`config.mk`:
```
export PLATFORM = sky130hd
export DESIGN_NAME = rtcit_top
export DESIGN_NICKNAME = d
export VERILOG_FILES = /design/src/rtl/rtcit_pkg.sv /design/src/rtl/rtcit_top.sv
export VERILOG_INCLUDE_DIRS = /design/src /design/src/rtl
export SDC_FILE = /design/constraint.sdc
export NUM_CORES = 1
export LEC_CHECK = 0
export BUFFER_PORTS_ARGS = -buffer_cell sky130_fd_sc_hd__buf_4
export CAP_MARGIN = 20
export CELL_PAD_IN_SITES_DETAIL_PLACEMENT = 2
export CELL_PAD_IN_SITES_GLOBAL_PLACEMENT = 2
export CORE_MARGIN = 3
export CORE_UTILIZATION = 45
export CTS_CLUSTER_SIZE = 40
export DETAILED_ROUTE_END_ITERATION = 10
export HOLD_SLACK_MARGIN = 0.08
export PLACE_DENSITY = 0.87
export SYNTH_ARGS = -nofsm -noshare
export SYNTH_HDL_FRONTEND = slang
export SYNTH_SLANG_ARGS = --single-unit
```
`constraint.sdc`:
```
create_clock -name mclk -period 4 [get_ports mclk]
set_input_delay 0.2 -clock mclk [delete_from_list [all_inputs] [get_ports mclk]]
set_output_delay 0.2 -clock mclk [all_outputs]
set_load 0.01 [all_outputs]
```
`src/rtl/rtcit_regs.svh`:
```
// named constants of the two-wire real-time-clock target interface
`ifndef RTCIT_REGS_SVH
`define RTCIT_REGS_SVH
`define RTCIT_OWN_ADDR   7'h52
`define RTCIT_BYTE_BITS  4'h8
`define RTCIT_LAST_TX    4'h7
`define RTCIT_PTR_RST    8'h00
`define RTCIT_TOUT_MS    950
`define RTCIT_MCLK_KHZ   40000
`define RTCIT_FIFO_W     16
`define RTCIT_FIFO_D     16
`define RTCIT_FIFO_AW    4
`endif

```
`src/rtl/rtcit_pkg.sv`:
```
// types shared by the two-wire real-time-clock target interface
package rtcit_pkg;
	typedef logic [7:0] rtcit_byte_t;
	typedef enum logic [2:0]
	{
		ST_IDLE     = 3'b000,
		ST_ADDR     = 3'b001,
		ST_ADDR_ACK = 3'b010,
		ST_WR       = 3'b011,
		ST_WR_ACK   = 3'b100,
		ST_RD       = 3'b101,
		ST_RD_ACK   = 3'b110
	} rtcit_state_t;
endpackage

```
`src/rtl/rtcit_top.sv`:
```
// two-wire target interface with pointer, timeout, backup disable and write fifo
`timescale 1ns/100ps
`include "rtcit_regs.svh"

module rtcit_fifo #(
	parameter int W  = `RTCIT_FIFO_W,
	parameter int D  = `RTCIT_FIFO_D,
	parameter int AW = `RTCIT_FIFO_AW
) (
	input  wire logic         mclk,
	input  wire logic         rst,
	input  wire logic         s_valid,
	output logic              s_ready,
	input  wire logic [W-1:0] s_data,
	output logic              m_valid,
	input  wire logic         m_ready,
	output logic [W-1:0]      m_data
);
	logic [W-1:0]  mem [D];
	logic [AW-1:0] wp_r, wp_nxt, rp_r, rp_nxt;
	logic [AW:0]   cnt_r, cnt_nxt;
	logic          push, pop, m_valid_nxt;
	logic [W-1:0]  m_data_nxt;

	// head word is registered so m_valid and m_data come from flops
	always_comb
	begin
		s_ready     = cnt_r != (AW+1)'(D);
		push        = s_valid & s_ready;
		pop         = m_valid & m_ready;
		wp_nxt      = wp_r + AW'(push);
		rp_nxt      = rp_r + AW'(pop);
		cnt_nxt     = cnt_r + (AW+1)'(push) - (AW+1)'(pop);
		m_valid_nxt = cnt_nxt != '0;
		m_data_nxt  = (push && wp_r == rp_nxt) ? s_data : mem[rp_nxt];
	end

	always_ff @(posedge mclk)
	begin
		if (push)
			mem[wp_r] <= s_data;
		if (rst)
		begin
			wp_r    <= '0;
			rp_r    <= '0;
			cnt_r   <= '0;
			m_valid <= 1'b0;
			m_data  <= '0;
		end
		else
		begin
			wp_r    <= wp_nxt;
			rp_r    <= rp_nxt;
			cnt_r   <= cnt_nxt;
			m_valid <= m_valid_nxt;
			m_data  <= m_data_nxt;
		end
	end
endmodule

module rtcit_top #(
	parameter int unsigned TOUT_CYC = `RTCIT_TOUT_MS * `RTCIT_MCLK_KHZ
) (
	input  wire logic                 mclk,
	input  wire logic                 rst,
	input  wire logic                 scl,
	input  wire logic                 sda_in,
	output logic                      sda_out,
	output logic                      sda_oe,
	input  wire logic                 backup_supply_state,
	output rtcit_pkg::rtcit_byte_t    rd_addr,
	input  wire rtcit_pkg::rtcit_byte_t rd_data,
	output logic                      wr_valid,
	input  wire logic                 wr_ready,
	output rtcit_pkg::rtcit_byte_t    wr_addr,
	output rtcit_pkg::rtcit_byte_t    wr_data
);
	import rtcit_pkg::*;

	logic [2:0]   scl_s_r, sda_s_r, bk_s_r;
	logic         scl_f_r, scl_f_nxt, sda_f_r, sda_f_nxt, bk_f_r, bk_f_nxt;
	logic         scl_p_r, sda_p_r;
	logic         ev_start, ev_stop, scl_rise, scl_fall, tmo_hit, fifo_rdy, push_c;
	rtcit_state_t state_r, state_nxt;
	logic [3:0]   cnt_r, cnt_nxt;
	rtcit_byte_t  sh_r, sh_nxt, ptr_r, ptr_nxt;
	logic         oe_r, oe_nxt, rw_r, rw_nxt, first_r, first_nxt, mack_r, mack_nxt;
	logic         busy_r, busy_nxt, tmo_r, tmo_nxt;
	logic [25:0]  tcnt_r, tcnt_nxt;
	logic [15:0]  fifo_q;

	// a level counts once the second and third stages agree
	always_comb
	begin
		scl_f_nxt = (scl_s_r[1] == scl_s_r[2]) ? scl_s_r[2] : scl_f_r;
		sda_f_nxt = (sda_s_r[1] == sda_s_r[2]) ? sda_s_r[2] : sda_f_r;
		bk_f_nxt  = (bk_s_r[1] == bk_s_r[2]) ? bk_s_r[2] : bk_f_r;
	end

	always_ff @(posedge mclk)
	begin
		if (rst)
		begin
			scl_s_r <= 3'h7;
			sda_s_r <= 3'h7;
			bk_s_r  <= 3'h0;
			scl_f_r <= 1'b1;
			sda_f_r <= 1'b1;
			bk_f_r  <= 1'b0;
			scl_p_r <= 1'b1;
			sda_p_r <= 1'b1;
		end
		else
		begin
			scl_s_r <= {scl_s_r[1:0], scl};
			sda_s_r <= {sda_s_r[1:0], sda_in};
			bk_s_r  <= {bk_s_r[1:0], backup_supply_state};
			scl_f_r <= scl_f_nxt;
			sda_f_r <= sda_f_nxt;
			bk_f_r  <= bk_f_nxt;
			scl_p_r <= scl_f_r;
			sda_p_r <= sda_f_r;
		end
	end

	assign ev_start = scl_f_r & scl_p_r & sda_p_r & ~sda_f_r;
	assign ev_stop  = scl_f_r & scl_p_r & ~sda_p_r & sda_f_r;
	assign scl_rise = scl_f_r & ~scl_p_r;
	assign scl_fall = ~scl_f_r & scl_p_r;
	assign tmo_hit  = busy_r && tcnt_r == 26'(TOUT_CYC - 1);

	always_comb
	begin
		state_nxt = state_r;
		cnt_nxt   = cnt_r;
		sh_nxt    = sh_r;
		ptr_nxt   = ptr_r;
		oe_nxt    = oe_r;
		rw_nxt    = rw_r;
		first_nxt = first_r;
		mack_nxt  = mack_r;
		busy_nxt  = busy_r;
		tmo_nxt   = tmo_r;
		tcnt_nxt  = busy_r ? tcnt_r + 26'h0000001 : 26'h0000000;
		push_c    = 1'b0;
		if (bk_f_r)
		begin
			state_nxt = ST_IDLE;
			oe_nxt    = 1'b0;
			cnt_nxt   = 4'h0;
			ptr_nxt   = `RTCIT_PTR_RST;
			busy_nxt  = 1'b0;
			tmo_nxt   = 1'b0;
			tcnt_nxt  = 26'h0000000;
		end
		else if (tmo_hit)
		begin
			// idle ignores traffic until a start; released data reads as FFh
			state_nxt = ST_IDLE;
			oe_nxt    = 1'b0;
			busy_nxt  = 1'b0;
			tmo_nxt   = 1'b1;
		end
		else if (ev_start)
		begin
			state_nxt = ST_ADDR;
			cnt_nxt   = 4'h0;
			oe_nxt    = 1'b0;
			busy_nxt  = 1'b1;
			tcnt_nxt  = 26'h0000000;
			tmo_nxt   = 1'b0;
		end
		else if (ev_stop)
		begin
			state_nxt = ST_IDLE;
			oe_nxt    = 1'b0;
			busy_nxt  = 1'b0;
		end
		else
		begin
			case (state_r)
				ST_ADDR, ST_WR:
				begin
					if (scl_rise && cnt_r != `RTCIT_BYTE_BITS)
					begin
						sh_nxt  = {sh_r[6:0], sda_f_r};
						cnt_nxt = cnt_r + 4'h1;
					end
					else if (scl_fall && cnt_r == `RTCIT_BYTE_BITS && state_r == ST_ADDR)
					begin
						rw_nxt = sh_r[0];
						if (sh_r[7:1] == `RTCIT_OWN_ADDR)
						begin
							state_nxt = ST_ADDR_ACK;
							oe_nxt    = 1'b1;
						end
						else
							state_nxt = ST_IDLE;
					end
					else if (scl_fall && cnt_r == `RTCIT_BYTE_BITS)
					begin
						// a full fifo refuses the byte since the clock may not be stretched
						if (first_r)
						begin
							ptr_nxt   = sh_r;
							first_nxt = 1'b0;
							state_nxt = ST_WR_ACK;
							oe_nxt    = 1'b1;
						end
						else if (fifo_rdy)
						begin
							push_c    = 1'b1;
							ptr_nxt   = ptr_r + 8'h01;
							state_nxt = ST_WR_ACK;
							oe_nxt    = 1'b1;
						end
						else
							state_nxt = ST_IDLE;
					end
				end
				ST_ADDR_ACK, ST_WR_ACK:
				begin
					if (scl_fall)
					begin
						cnt_nxt = 4'h0;
						if (state_r == ST_ADDR_ACK && rw_r)
						begin
							sh_nxt    = rd_data;
							oe_nxt    = ~rd_data[7];
							state_nxt = ST_RD;
						end
						else
						begin
							first_nxt = state_r == ST_ADDR_ACK ? 1'b1 : first_r;
							oe_nxt    = 1'b0;
							state_nxt = ST_WR;
						end
					end
				end
				ST_RD:
				begin
					if (scl_fall)
					begin
						if (cnt_r == `RTCIT_LAST_TX)
						begin
							oe_nxt    = 1'b0;
							state_nxt = ST_RD_ACK;
							ptr_nxt   = ptr_r + 8'h01;
						end
						else
						begin
							sh_nxt  = {sh_r[6:0], 1'b0};
							oe_nxt  = ~sh_r[6];
							cnt_nxt = cnt_r + 4'h1;
						end
					end
				end
				ST_RD_ACK:
				begin
					if (scl_rise)
						mack_nxt = ~sda_f_r;
					else if (scl_fall && mack_r)
					begin
						sh_nxt    = rd_data;
						oe_nxt    = ~rd_data[7];
						cnt_nxt   = 4'h0;
						state_nxt = ST_RD;
					end
					else if (scl_fall)
					begin
						oe_nxt    = 1'b0;
						state_nxt = ST_IDLE;
					end
				end
				default:
					state_nxt = ST_IDLE;
			endcase
		end
	end

	always_ff @(posedge mclk)
	begin
		if (rst)
		begin
			state_r <= ST_IDLE;
			cnt_r   <= 4'h0;
			sh_r    <= 8'h00;
			ptr_r   <= `RTCIT_PTR_RST;
			oe_r    <= 1'b0;
			rw_r    <= 1'b0;
			first_r <= 1'b0;
			mack_r  <= 1'b0;
			busy_r  <= 1'b0;
			tmo_r   <= 1'b0;
			tcnt_r  <= 26'h0000000;
			sda_out <= 1'b0;
		end
		else
		begin
			state_r <= state_nxt;
			cnt_r   <= cnt_nxt;
			sh_r    <= sh_nxt;
			ptr_r   <= ptr_nxt;
			oe_r    <= oe_nxt;
			rw_r    <= rw_nxt;
			first_r <= first_nxt;
			mack_r  <= mack_nxt;
			busy_r  <= busy_nxt;
			tmo_r   <= tmo_nxt;
			tcnt_r  <= tcnt_nxt;
			sda_out <= 1'b0;
		end
	end

	assign sda_oe  = oe_r;
	assign rd_addr = ptr_r;

	rtcit_fifo #(.W(`RTCIT_FIFO_W), .D(`RTCIT_FIFO_D), .AW(`RTCIT_FIFO_AW)) u_fifo
	(
		.mclk    (mclk),
		.rst     (rst),
		.s_valid (push_c),
		.s_ready (fifo_rdy),
		.s_data  ({ptr_r, sh_r}),
		.m_valid (wr_valid),
		.m_ready (wr_ready),
		.m_data  (fifo_q)
	);
	assign wr_addr = fifo_q[15:8];
	assign wr_data = fifo_q[7:0];

	a_start_to_addr: assert property (@(posedge mclk) disable iff (rst)
		ev_start && !bk_f_r && !tmo_hit |=> state_r == ST_ADDR && cnt_r == 4'h0)
		else $error("start not taken");
	a_stop_to_idle: assert property (@(posedge mclk) disable iff (rst)
		ev_stop && !ev_start |=> state_r == ST_IDLE && !busy_r && !sda_oe)
		else $error("stop did not end transfer");
	a_restart_fresh: assert property (@(posedge mclk) disable iff (rst)
		ev_start && !bk_f_r && !tmo_hit && state_r != ST_IDLE |=> state_r == ST_ADDR && tcnt_r == 26'h0000000)
		else $error("repeated start not fresh");
	a_timeout_clear: assert property (@(posedge mclk) disable iff (rst)
		tmo_hit && !bk_f_r |=> state_r == ST_IDLE && tmo_r && !busy_r)
		else $error("timeout did not clear");
	a_timeout_quiet: assert property (@(posedge mclk) disable iff (rst)
		tmo_r |-> !sda_oe && !push_c)
		else $error("activity after timeout");
	a_own_addr_ack: assert property (@(posedge mclk) disable iff (rst)
		state_r == ST_ADDR && scl_fall && cnt_r == `RTCIT_BYTE_BITS && sh_r[7:1] == `RTCIT_OWN_ADDR
		&& !ev_start && !ev_stop && !tmo_hit && !bk_f_r |=> sda_oe && state_r == ST_ADDR_ACK)
		else $error("own address not acked");
	a_foreign_nack: assert property (@(posedge mclk) disable iff (rst)
		state_r == ST_ADDR && scl_fall && cnt_r == `RTCIT_BYTE_BITS && sh_r[7:1] != `RTCIT_OWN_ADDR
		|=> !sda_oe && state_r == ST_IDLE)
		else $error("foreign address acked");
	a_ptr_load: assert property (@(posedge mclk) disable iff (rst)
		state_r == ST_WR && first_r && scl_fall && cnt_r == `RTCIT_BYTE_BITS
		&& !ev_start && !ev_stop && !tmo_hit && !bk_f_r |=> ptr_r == $past(sh_r) && sda_oe)
		else $error("pointer not loaded");
	a_nack_release: assert property (@(posedge mclk) disable iff (rst)
		state_r == ST_RD_ACK && scl_fall && !mack_r |=> !sda_oe [*2])
		else $error("data not released after nack");
	a_backup_reset: assert property (@(posedge mclk) disable iff (rst)
		bk_f_r |=> !sda_oe && state_r == ST_IDLE && ptr_r == `RTCIT_PTR_RST)
		else $error("backup did not reset interface");
endmodule

```
# Word level (Yosys, flattened, before mapping)
# Memories as Yosys holds them, arrays and structs flattened. A register that Yosys moved wholly into a read port is not among the register bits.
# Cells that the tools add are included.
[totals]
out_inout_bits = 27
inputBits = 14
word_cells = 203
ram_bits = 256
n_memories = 1
regBits = 82
[op_classes]
n_reduce_logical = 26
n_eq_ne = 47
n_addsub = 7
bitwise_logic = 20
mux = 79
[mem_list]
columns = ["name", "depth", "width", "rd", "rd_ports_with_merged_regs", "write_ports", "line", "source"]
rows = [
  ["u_fifo.mem", 16, 16, 1, 1, 1, "rtcit_top.sv:19", "logic [W-1:0] mem [D];"],
]
[ops]
columns = ["op", "count"]
rows = [
  ["8-bit two-way mux", 14],
  ["26-bit two-way mux", 3],
  ["3-bit two-way mux", 12],
  ["1-bit two-way mux", 35],
  ["4-bit two-way mux", 8],
  ["8-bit case mux with 4 select lines", 1],
  ["3-bit inequality test, second input constant", 10],
  ["2-bit inequality test, second input constant", 14],
  ["4-bit inequality test, second input constant", 7],
  ["26-bit by 1-bit adder with 26-bit output, second input constant", 1],
  ["26-bit equality test, second input constant", 1],
  ["7-bit AND reduction", 3],
  ["9-bit AND reduction", 2],
  ["4-bit case mux with 4 select lines", 1],
  ["8-bit case mux with 2 select lines", 1],
  ["5-bit inequality test, second input constant", 3],
  ["3-bit case mux with 4 select lines", 1],
  ["12-bit AND reduction", 1],
  ["1-bit inverter", 11],
  ["11-bit AND reduction", 1],
  ["10-bit AND reduction", 1],
  ["5-bit nonzero test", 2],
  ["1-bit bitwise AND", 9],
  ["3-bit equality test, second input constant", 3],
  ["other kinds (21)", 34],
]

# Logic depth before layout (Yosys ltp)
# Gate-level depths: netlist (run 1).
[logic_depth]
depth_word = 15
depth_mapped = 15
depth_no_buf = 13

# Hierarchy
# Synthesis (run 1) repeated with hierarchy kept, for this count alone.
[hier_totals]
hier_cells = 988
hier_area_um2 = 14528.9
[modules_own_cells]
columns = ["module", "seq_area_each_um2", "cells_each", "area_per_inst_um2", "instances"]
rows = [
  ["rtcit_fifo", 8287.9, 573, 11035.6, 1],
  ["rtcit_top", 1361.3, 415, 3493.4, 1],
]

# Worst setup path before layout (run 1)
# OpenSTA, ideal clock, no wires.
[synth_timing]
kind = "register -> register"
startpoint = "register tcnt_r[0]"
endpoint = "memory u_fifo.mem[9][0] in the netlist's numbering, enable pin"
setup_time_ps = 409
period_less_slack_ps = 3382
arrival_ps = 2973
path_buffers = 1
stages_incl_launch_ff = 8
t_required_ps = 3591
slack_ps = 618
cell_sequence = "dfxtp_1 ha_1 and2_1 and4_4 buf_2 a2111o_1 or3_1 nor3_1"
[synth_between]
elab_chain_cells = 7
[synth_rtl]
columns = ["item", "line", "source"]
rows = [
  ["from (decl)", "rtcit_top.sv:89", "logic [25:0] tcnt_r, tcnt_nxt;"],
  ["from (signal assigned)", "rtcit_top.sv:310", "tcnt_r <= tcnt_nxt;"],
  ["26-bit equality test", "rtcit_top.sv:130", "assign tmo_hit = busy_r && tcnt_r == 26'(TOUT_CYC - 1);"],
  ["1-bit logical AND", "rtcit_top.sv:130", ""],
  ["1-bit two-way mux", "rtcit_top.sv:156", "else if (tmo_hit)"],
  ["1-bit two-way mux", "rtcit_top.sv:146", "if (bk_f_r)"],
  ["1-bit bitwise AND", "rtcit_top.sv:29", "push = s_valid & s_ready;"],
  ["1-bit two-way mux", "rtcit_top.sv:40", "if (push)"],
  ["1-bit two-way mux (not written as such)", "rtcit_top.sv:41", "mem[wp_r] <= s_data;"],
  ["to (decl)", "rtcit_top.sv:19", ""],
]
# No other way between the ends.

# Final worst setup path (run 1)
[layout_timing]
startpoint = "register cnt_r[0]"
endpoint = "memory u_fifo.mem[9][14] in the netlist's numbering, enable pin"
[layout_between]
elab_chain_cells = 13
elab_cells_between_ends = 16
classes_between = "eq/ne: 2; mux: 10; bitwise: 1; reduce/logical: 3"
[layout_rtl]
columns = ["item", "line", "source"]
rows = [
  ["from (decl)", "rtcit_top.sv:85", "logic [3:0] cnt_r, cnt_nxt;"],
  ["from (signal assigned)", "rtcit_top.sv:301", "cnt_r <= cnt_nxt;"],
  ["4-bit equality test (no line)", "--", ""],
  ["1-bit logical AND (no line)", "--", ""],
  ["1-bit two-way mux or 1-bit logical AND (tied branches)", "rtcit_top.sv:200, rtcit_top.sv:189", ""],
  ["1-bit two-way mux", "rtcit_top.sv:189", "else if (scl_fall && cnt_r == `RTCIT_BYTE_BITS && state_r == ST_ADDR)"],
  ["1-bit two-way mux (*)", "rtcit_top.sv:184", "if (scl_rise && cnt_r != `RTCIT_BYTE_BITS)"],
  ["1-bit two-way mux (*)", "rtcit_top.sv:181", "case (state_r)"],
  ["1-bit two-way mux (*)", "rtcit_top.sv:173", "else if (ev_stop)"],
  ["1-bit two-way mux (*)", "rtcit_top.sv:164", "else if (ev_start)"],
  ["1-bit two-way mux (*)", "rtcit_top.sv:156", ""],
  ["1-bit two-way mux (*)", "rtcit_top.sv:146", ""],
  ["1-bit bitwise AND (*)", "rtcit_top.sv:29", ""],
  ["1-bit two-way mux (*)", "rtcit_top.sv:40", ""],
  ["1-bit two-way mux (not written as such) (*)", "rtcit_top.sv:41", ""],
]
# Mark *: on every way between the ends. The rest lies on a longest branch, timed or not.

==> impl_metrics.ini, run 1 <==
[worst_setup_path]
crit_required_ps = 4210
critPathKind = flop to flop
crit_start = cnt_r[0]
max_stage_delay_ps = 490
path_cells = inv_1 > ha_1 > and3b_1 > nand2_1 > a2111o_1 > buf_4 > or3_1 > nor3_2 > buf_4
critPathSlowestCell = or3_1
arrival_ps = 3520
crit_top_cell = buf_4
path_max_fanout = 21
worstSetupStartpointType = flop
r2r_start = cnt_r[0]
cp-end-kind = flop

[logic_synthesis]
synth_top_area_share_pct = 52.3
synth_area_mm2 = 0.0147
synth-edff-count = 256
async_reset_ff_share_pct = 0
yosysSeqAreaShare_pct = 65.7
yosys.cell_types.count = 79
syn-num-nets = 986
synth_seq_cells = 354
synthTopCellsByCount = edfxtp_1 (256), dfxtp_1 (98), mux4_2 (79), nor2_1 (67), o21ai_0 (42)
synth.largest_area_cell = edfxtp_1
avgSynthCellArea_um2 = 15.4
synthCells = 957
synthTopCellsByArea = edfxtp_1 (52%), dfxtp_1 (13%), mux4_2 (12%)
synth.most_common_cell = edfxtp_1
synth_flop_cell = edfxtp_1
yosysWarnings = 0

[floorplan]
ios = 41
start_util_pct = 46.1
core_mm2 = 0.0319
die_w_um = 187
die_area_mm2 = 0.0349
die_h_um = 187
rows = 65

[cells_and_area]
multi_input_area_mm2 = 0.00473
finalInstanceArea_mm2 = 0.0170
n_antenna_cell = 0
area_delta_synth_final_pct = 16.0
final-seq-area_mm2 = 0.00965
fill_cells = 2891
drive_above_1_share_pct = 24.1
nNetsFinal = 1062

[sta]
slew_headroom_pct = 33.9
hold_viol = 0
fin_setup_tns_ps = 0
fin_crit_ps = 3310
final.period_utilization_pct = 82.8
worst_pin_slew_ps = 990
fmax_mhz = 302
rsz0062_at_grt = no
fin_skew_ps = 16.4
slew_violations = 0
setup_viol = 0

[routing]
dr.pass1.iters = 4
routed_wl_um = 45500
vias = 9195
drtAntennaViolNets = 0
vias_per_cell = 6.15
drt_iter0_markers = 832
drc = 0
wl_per_cell_um = 30.5

[clock_tree]
cts_tree = built
cts_root_buf = clkbuf_16
clkSlewWorstSetupHoldPaths_ps = 60
h-tree-depth = 2
clk-insertion-delay-late_ps = 540
post-cts-setup-buffers = 0
clockBufferDepth = 3
cts-hold-fix-buffers = 7
ctsResizeCount = 0
cts_buffers = 40
cts.sink_count = 354

[run]
drv_cap = 0

[power_and_ir_drop]
seq_power_share_pct = 43.7
clkPwrFrac_pct = 40.9
powerDensity_mw_per_mm2 = 536
p_leak_uw = 0.00561
switching_share_pct = 24.4
p_sw_uw = 2230
p_int_uw = 6910
p_comb_share_pct = 15.4
irDropWorstVdd_mv = 0.384

[global_routing]
grt_max_degree = 38
grt_pass1_wl_um = 68400
grt-ovfl-total = 0
antenna_found_initial = 0
grt.total_usage_pct = 26.3
grt_pass1_vias = 10000

[hold_path]
hold_path.class = input port to flop
min_from = rd_data[1]

[outcome]
status = finished, final reports clean

[placement]
hpwl_um = 28700
port_buffers = 39
gp_congestion = 0.826
post_dp_cell_area_mm2 = 0.0157
==> area by class of cell <==
type	count	area share [%]
sequential	354	56.6
clock inverter	18	1.48
clock buffer	51	6.18
inverter	37	0.815
timing repair buffer	86	3.97
multi-input combinational	514	27.7
tap	435	3.19
==> routing by layer <==
metal | vias up | wire length [µm] | GRT usage (%)
li1 | 3878 | - | -
met1 | 4920 | 18500 | 34.6
met2 | 304 | 23300 | 45.6
met3 | 93 | 2290 | 3.57
met4 | 0 | 1430 | 8.52
met5 | - | 0 | 0
==> layout by cell type, fill, tap and decap left out, types with 5 or more instances in the layout <==
master,count
nor2b_1,13
a21oi_1,25
o21ai_0,42
a31oi_1,7
nor2_2,12
clkbuf_1,10
o31ai_1,7
dfxtp_1,98
bufinv_16,6
ha_1,12
xnor2_1,28
dlygate4sd3_1,7
xor2_1,6
nor3_1,12
buf_4,78
inv_1,37
mux4_2,79
nor3b_1,5
mux2i_1,6
nor4_1,9
nor2_1,55
nand4_1,9
clkinv_2,5
a211oi_1,10
clkbuf_16,40
and3_1,8
o211ai_1,21
or2_2,7
edfxtp_1,256
nand2b_1,9
nand3_1,13
nand2_1,34
==> per-stage QoR <==
stage	power, µW	hold slack (ps)	std cells	worst slack [ps]	utilization (%)
CTS	9220	80.9	1495	687	53.4
global route	9470	91.3	1495	499	53.4
floorplan	5030	304	957	618	-
detailed placement	5460	390	1419	780	49.1
finish	9140	94.7	1495	688	53.4
global placement	5400	387	1419	900	49.1
==> kinds of logic (layout without fill, tap and decap cells) <==
family	after synthesis	after routing	share of synthesized area, %
other cells	1	1	0.0255
simple gates	223	223	8.22
xor+xnor	37	37	2.35
buf+inv	89	192	2.70
mux	86	86	12.7
flops	354	354	65.7
fa+ha+maj	15	15	1.33
compound gates	152	152	7.01
==> critical path, delay by kind of cell (launching register included) <==
kind            cells  cell delay [ps]
buf+inv             3              690
fa+ha+maj           1              150
compound gates      1              440
simple gates        4             1370
flops               1              320
==> worst paths after layout <==
path | cells after the start | to | slack (ps)
worst max-delay path | 9 | u_fifo.mem[9][14] | 690
worst min-delay path | 3 | sh_r[1] | 90
worst max register to register | 9 | u_fifo.mem[9][14] | 690
worst min register to register | 1 | sda_s_r[1] | 410
==> registers in the layout, indices dropped and copies added, names as in the netlist, 4 cells and up <==
name and count:
cnt_r 4, tcnt_r 26, u_fifo.rp_r 4, u_fifo.cnt_r 5, u_fifo.wp_r 4, rd_addr 8, u_fifo.m_data 16, sh_r 8
u_fifo.mem 256
==> power by group through the flow <==
stage	Clock, µW	Sequential (µW)	Combinational (µW)
after floorplan	0	4070	969
after global placement	0	4070	1340
after detailed placement	0	4070	1390
after CTS	3800	3990	1430
after global routing	3960	3990	1510
final	3740	3990	1410
No activity file was read; power rests on OpenSTA's default activity.
==> inputs of run 2 (changes only) <==
==> constraint.sdc (replaced) <==
create_clock -name mclk -period 3.4 [get_ports mclk]
set_input_delay 0.17 -clock mclk [delete_from_list [all_inputs] [get_ports mclk]]
set_output_delay 0.17 -clock mclk [all_outputs]
set_load 0.01 [all_outputs]
==> run 2 against run 1 <==
Die area did not move. Critical path depth rose by 2. Register-to-register slack got worse by 420 ps. First-iteration DRC count rose by 3.5%. Core utilization rose by 1.1 points. Total power rose by 22%. Non-clock buffer count rose by 18. Cell count rose by 1.3%. Flip-flop and latch count did not move. Clock power rose by 25%.
==> impl_metrics.ini, run 2 (synthesis results as in run 1) <==
[outcome]
status = finished, final reports clean

[power_and_ir_drop]
clkPwrFrac_pct = 42.0
p_sw_uw = 2740
switching_share_pct = 24.5
p_comb_share_pct = 15.9
powerDensity_mw_per_mm2 = 642
irDropWorstVdd_mv = 0.322
p_int_uw = 8420
seq_power_share_pct = 42.1
power_uw = 11200
p_leak_uw = 0.00578

[sta]
fmax_mhz = 319
final.period_utilization_pct = 92.2
setup_viol = 0
slew_violations = 0
fin_crit_ps = 3130
rsz0062_at_grt = no
hold_viol = 0
fin_setup_tns_ps = 0
fin_skew_ps = 22.3
slew_headroom_pct = 35.2
worst_pin_slew_ps = 971

[worst_setup_path]
path_max_fanout = 6
crit_buf_inv = 1
crit_required_ps = 3780
crit_family = simple AND/OR/NAND/NOR gates
r2r_end = u_fifo.m_valid
arrival_ps = 3510
cp-end-kind = flop
r2r_start = tcnt_r[21]
rrSetupSlack_ps = 270
path_cells = or4_4 > nor4_4 > a2111o_1 > inv_1 > ha_1 > fa_1 > a21oi_1 > nor2_1 > nor2_1 > xnor2_1 > a41oi_1
max_stage_delay_ps = 560
critPathKind = flop to flop
critPathSlowestCell = or4_4
worstSetupStartpointType = flop
crit_top_cell = nor2_1
r2r.worst_path.cells = 11

[routing]
dr.pass1.iters = 5
vias = 9239
drt_iter0_markers = 861
drtAntennaViolNets = 0
wl_per_cell_um = 31.6
vias_per_cell = 6.10
drc = 0
routed_wl_um = 47900

[cells_and_area]
largestRegisters = u_fifo.mem x256, tcnt_r x26, u_fifo.m_data x16
finalInstanceArea_mm2 = 0.0174
fill_cells = 2890
final_common_cell = edfxtp_1
top_register = u_fifo.mem
area_delta_synth_final_pct = 18.3
drive_above_1_share_pct = 25.5
instances_no_fill = 1515
nNetsFinal = 1079
largest_register_ffs = 256
finish.utilization_pct = 54.5
most-common-layout-cells = edfxtp_1 (256), dfxtp_1 (98), buf_4 (84), mux4_2 (79), nor2_1 (55)
n_antenna_cell = 0

[floorplan]
die_w_um = 187
die_h_um = 187
die_area_mm2 = 0.0349
ios = 41
rows = 65
start_util_pct = 46.1
core_mm2 = 0.0319

[clock_tree]
cts_root_buf = clkbuf_16
cts.sink_count = 354
ctsResizeCount = 0
clockBufferDepth = 3
cts_tree = built
post-cts-setup-buffers = 0
clkSlewWorstSetupHoldPaths_ps = 70
cts-hold-fix-buffers = 11
h-tree-depth = 2
cts_buffers = 39
clk-insertion-delay-late_ps = 540

[global_routing]
grt-ovfl-total = 0
grt_max_degree = 38
antenna_found_initial = 2
grt_pass1_wl_um = 71600
grt_pass1_vias = 10200
grt.total_usage_pct = 27.7

[placement]
dp_cells = 1433
port_buffers = 39
gp_congestion = 0.839
hpwl_um = 29500
post_dp_cell_area_mm2 = 0.0159

[hold_path]
hold_end = sh_r[5]
hold_path.class = input port to flop
whs_path_depth = 3
min_from = rd_data[5]

[run]
drv_cap = 0
run 2: cell types whose count changed in the layout (fill, tap and decap cells not counted):
cell           delta
buf_12            +8
buf_4             +6
bufinv_16         +3
clkbuf_1          -5
clkinv_1          +1
clkinv_2          +3
clkinv_4          +1
clkinvlp_4        -1
dlygate4sd3_1     +4
run 2: power by group through the flow:
| stage | clock, µW | sequential (µW) | combinational [µW] |
|---|---|---|---|
| 2_1_floorplan | 0 | 4780 | 1140 |
| 3_3_place_gp | 0 | 4780 | 1650 |
| 4_1_cts | 4770 | 4690 | 1790 |
| 6_report | 4690 | 4690 | 1770 |
| 5_1_grt | 4930 | 4700 | 1900 |
| 3_5_place_dp | 0 | 4790 | 1730 |
run 2: worst max path at each step:
stage | start | depth (start not counted) | end | slack (ps)
finish | tcnt_r[21] | 11 | u_fifo.m_valid | 270
global route | tcnt_r[21] | 11 | u_fifo.m_valid | 40
CTS | tcnt_r[21] | 11 | u_fifo.m_valid | 220
detailed placement | tcnt_r[21] | 11 | u_fifo.m_valid | 340
global placement | tcnt_r[21] | 11 | u_fifo.m_valid | 450
floorplan | tcnt_r[0] | 7 | u_fifo.mem[9][0] | 20
run 2: metal layers:
layer | share of wire, % | GRT usage, % | vias to the layer above
met3 | 6.5 | 5.64 | 106
li1 | - | - | 3902
met5 | 0.027 | 0 | -
met2 | 51 | 47.8 | 361
met4 | 3.7 | 9.83 | 2
met1 | 39 | 35.0 | 4868
run 2: area by class of cell:
class,instances,area [µm²],share of cell area [%]
Tap cell,435,544,3.13
Clock inverter,25,363,2.09
Clock buffer,46,1030,5.95
Inverter,37,139,0.799
Multi-Input combinational cell,514,4730,27.2
Sequential cell,354,9650,55.5
Timing Repair Buffer,104,921,5.30
run 2: stage by stage:
stage	hold WS, ps	worst slack, ps
2_1_floorplan	274	17.5
3_3_place_gp	358	448
3_5_place_dp	360	339
4_1_cts	96.7	218
5_1_grt	119	43.8
6_report	111	265
run 2: worst min-delay path, stage by stage:
cell	delay (ps)
buf_4	120
o21ai_0	200
a211oi_1	100
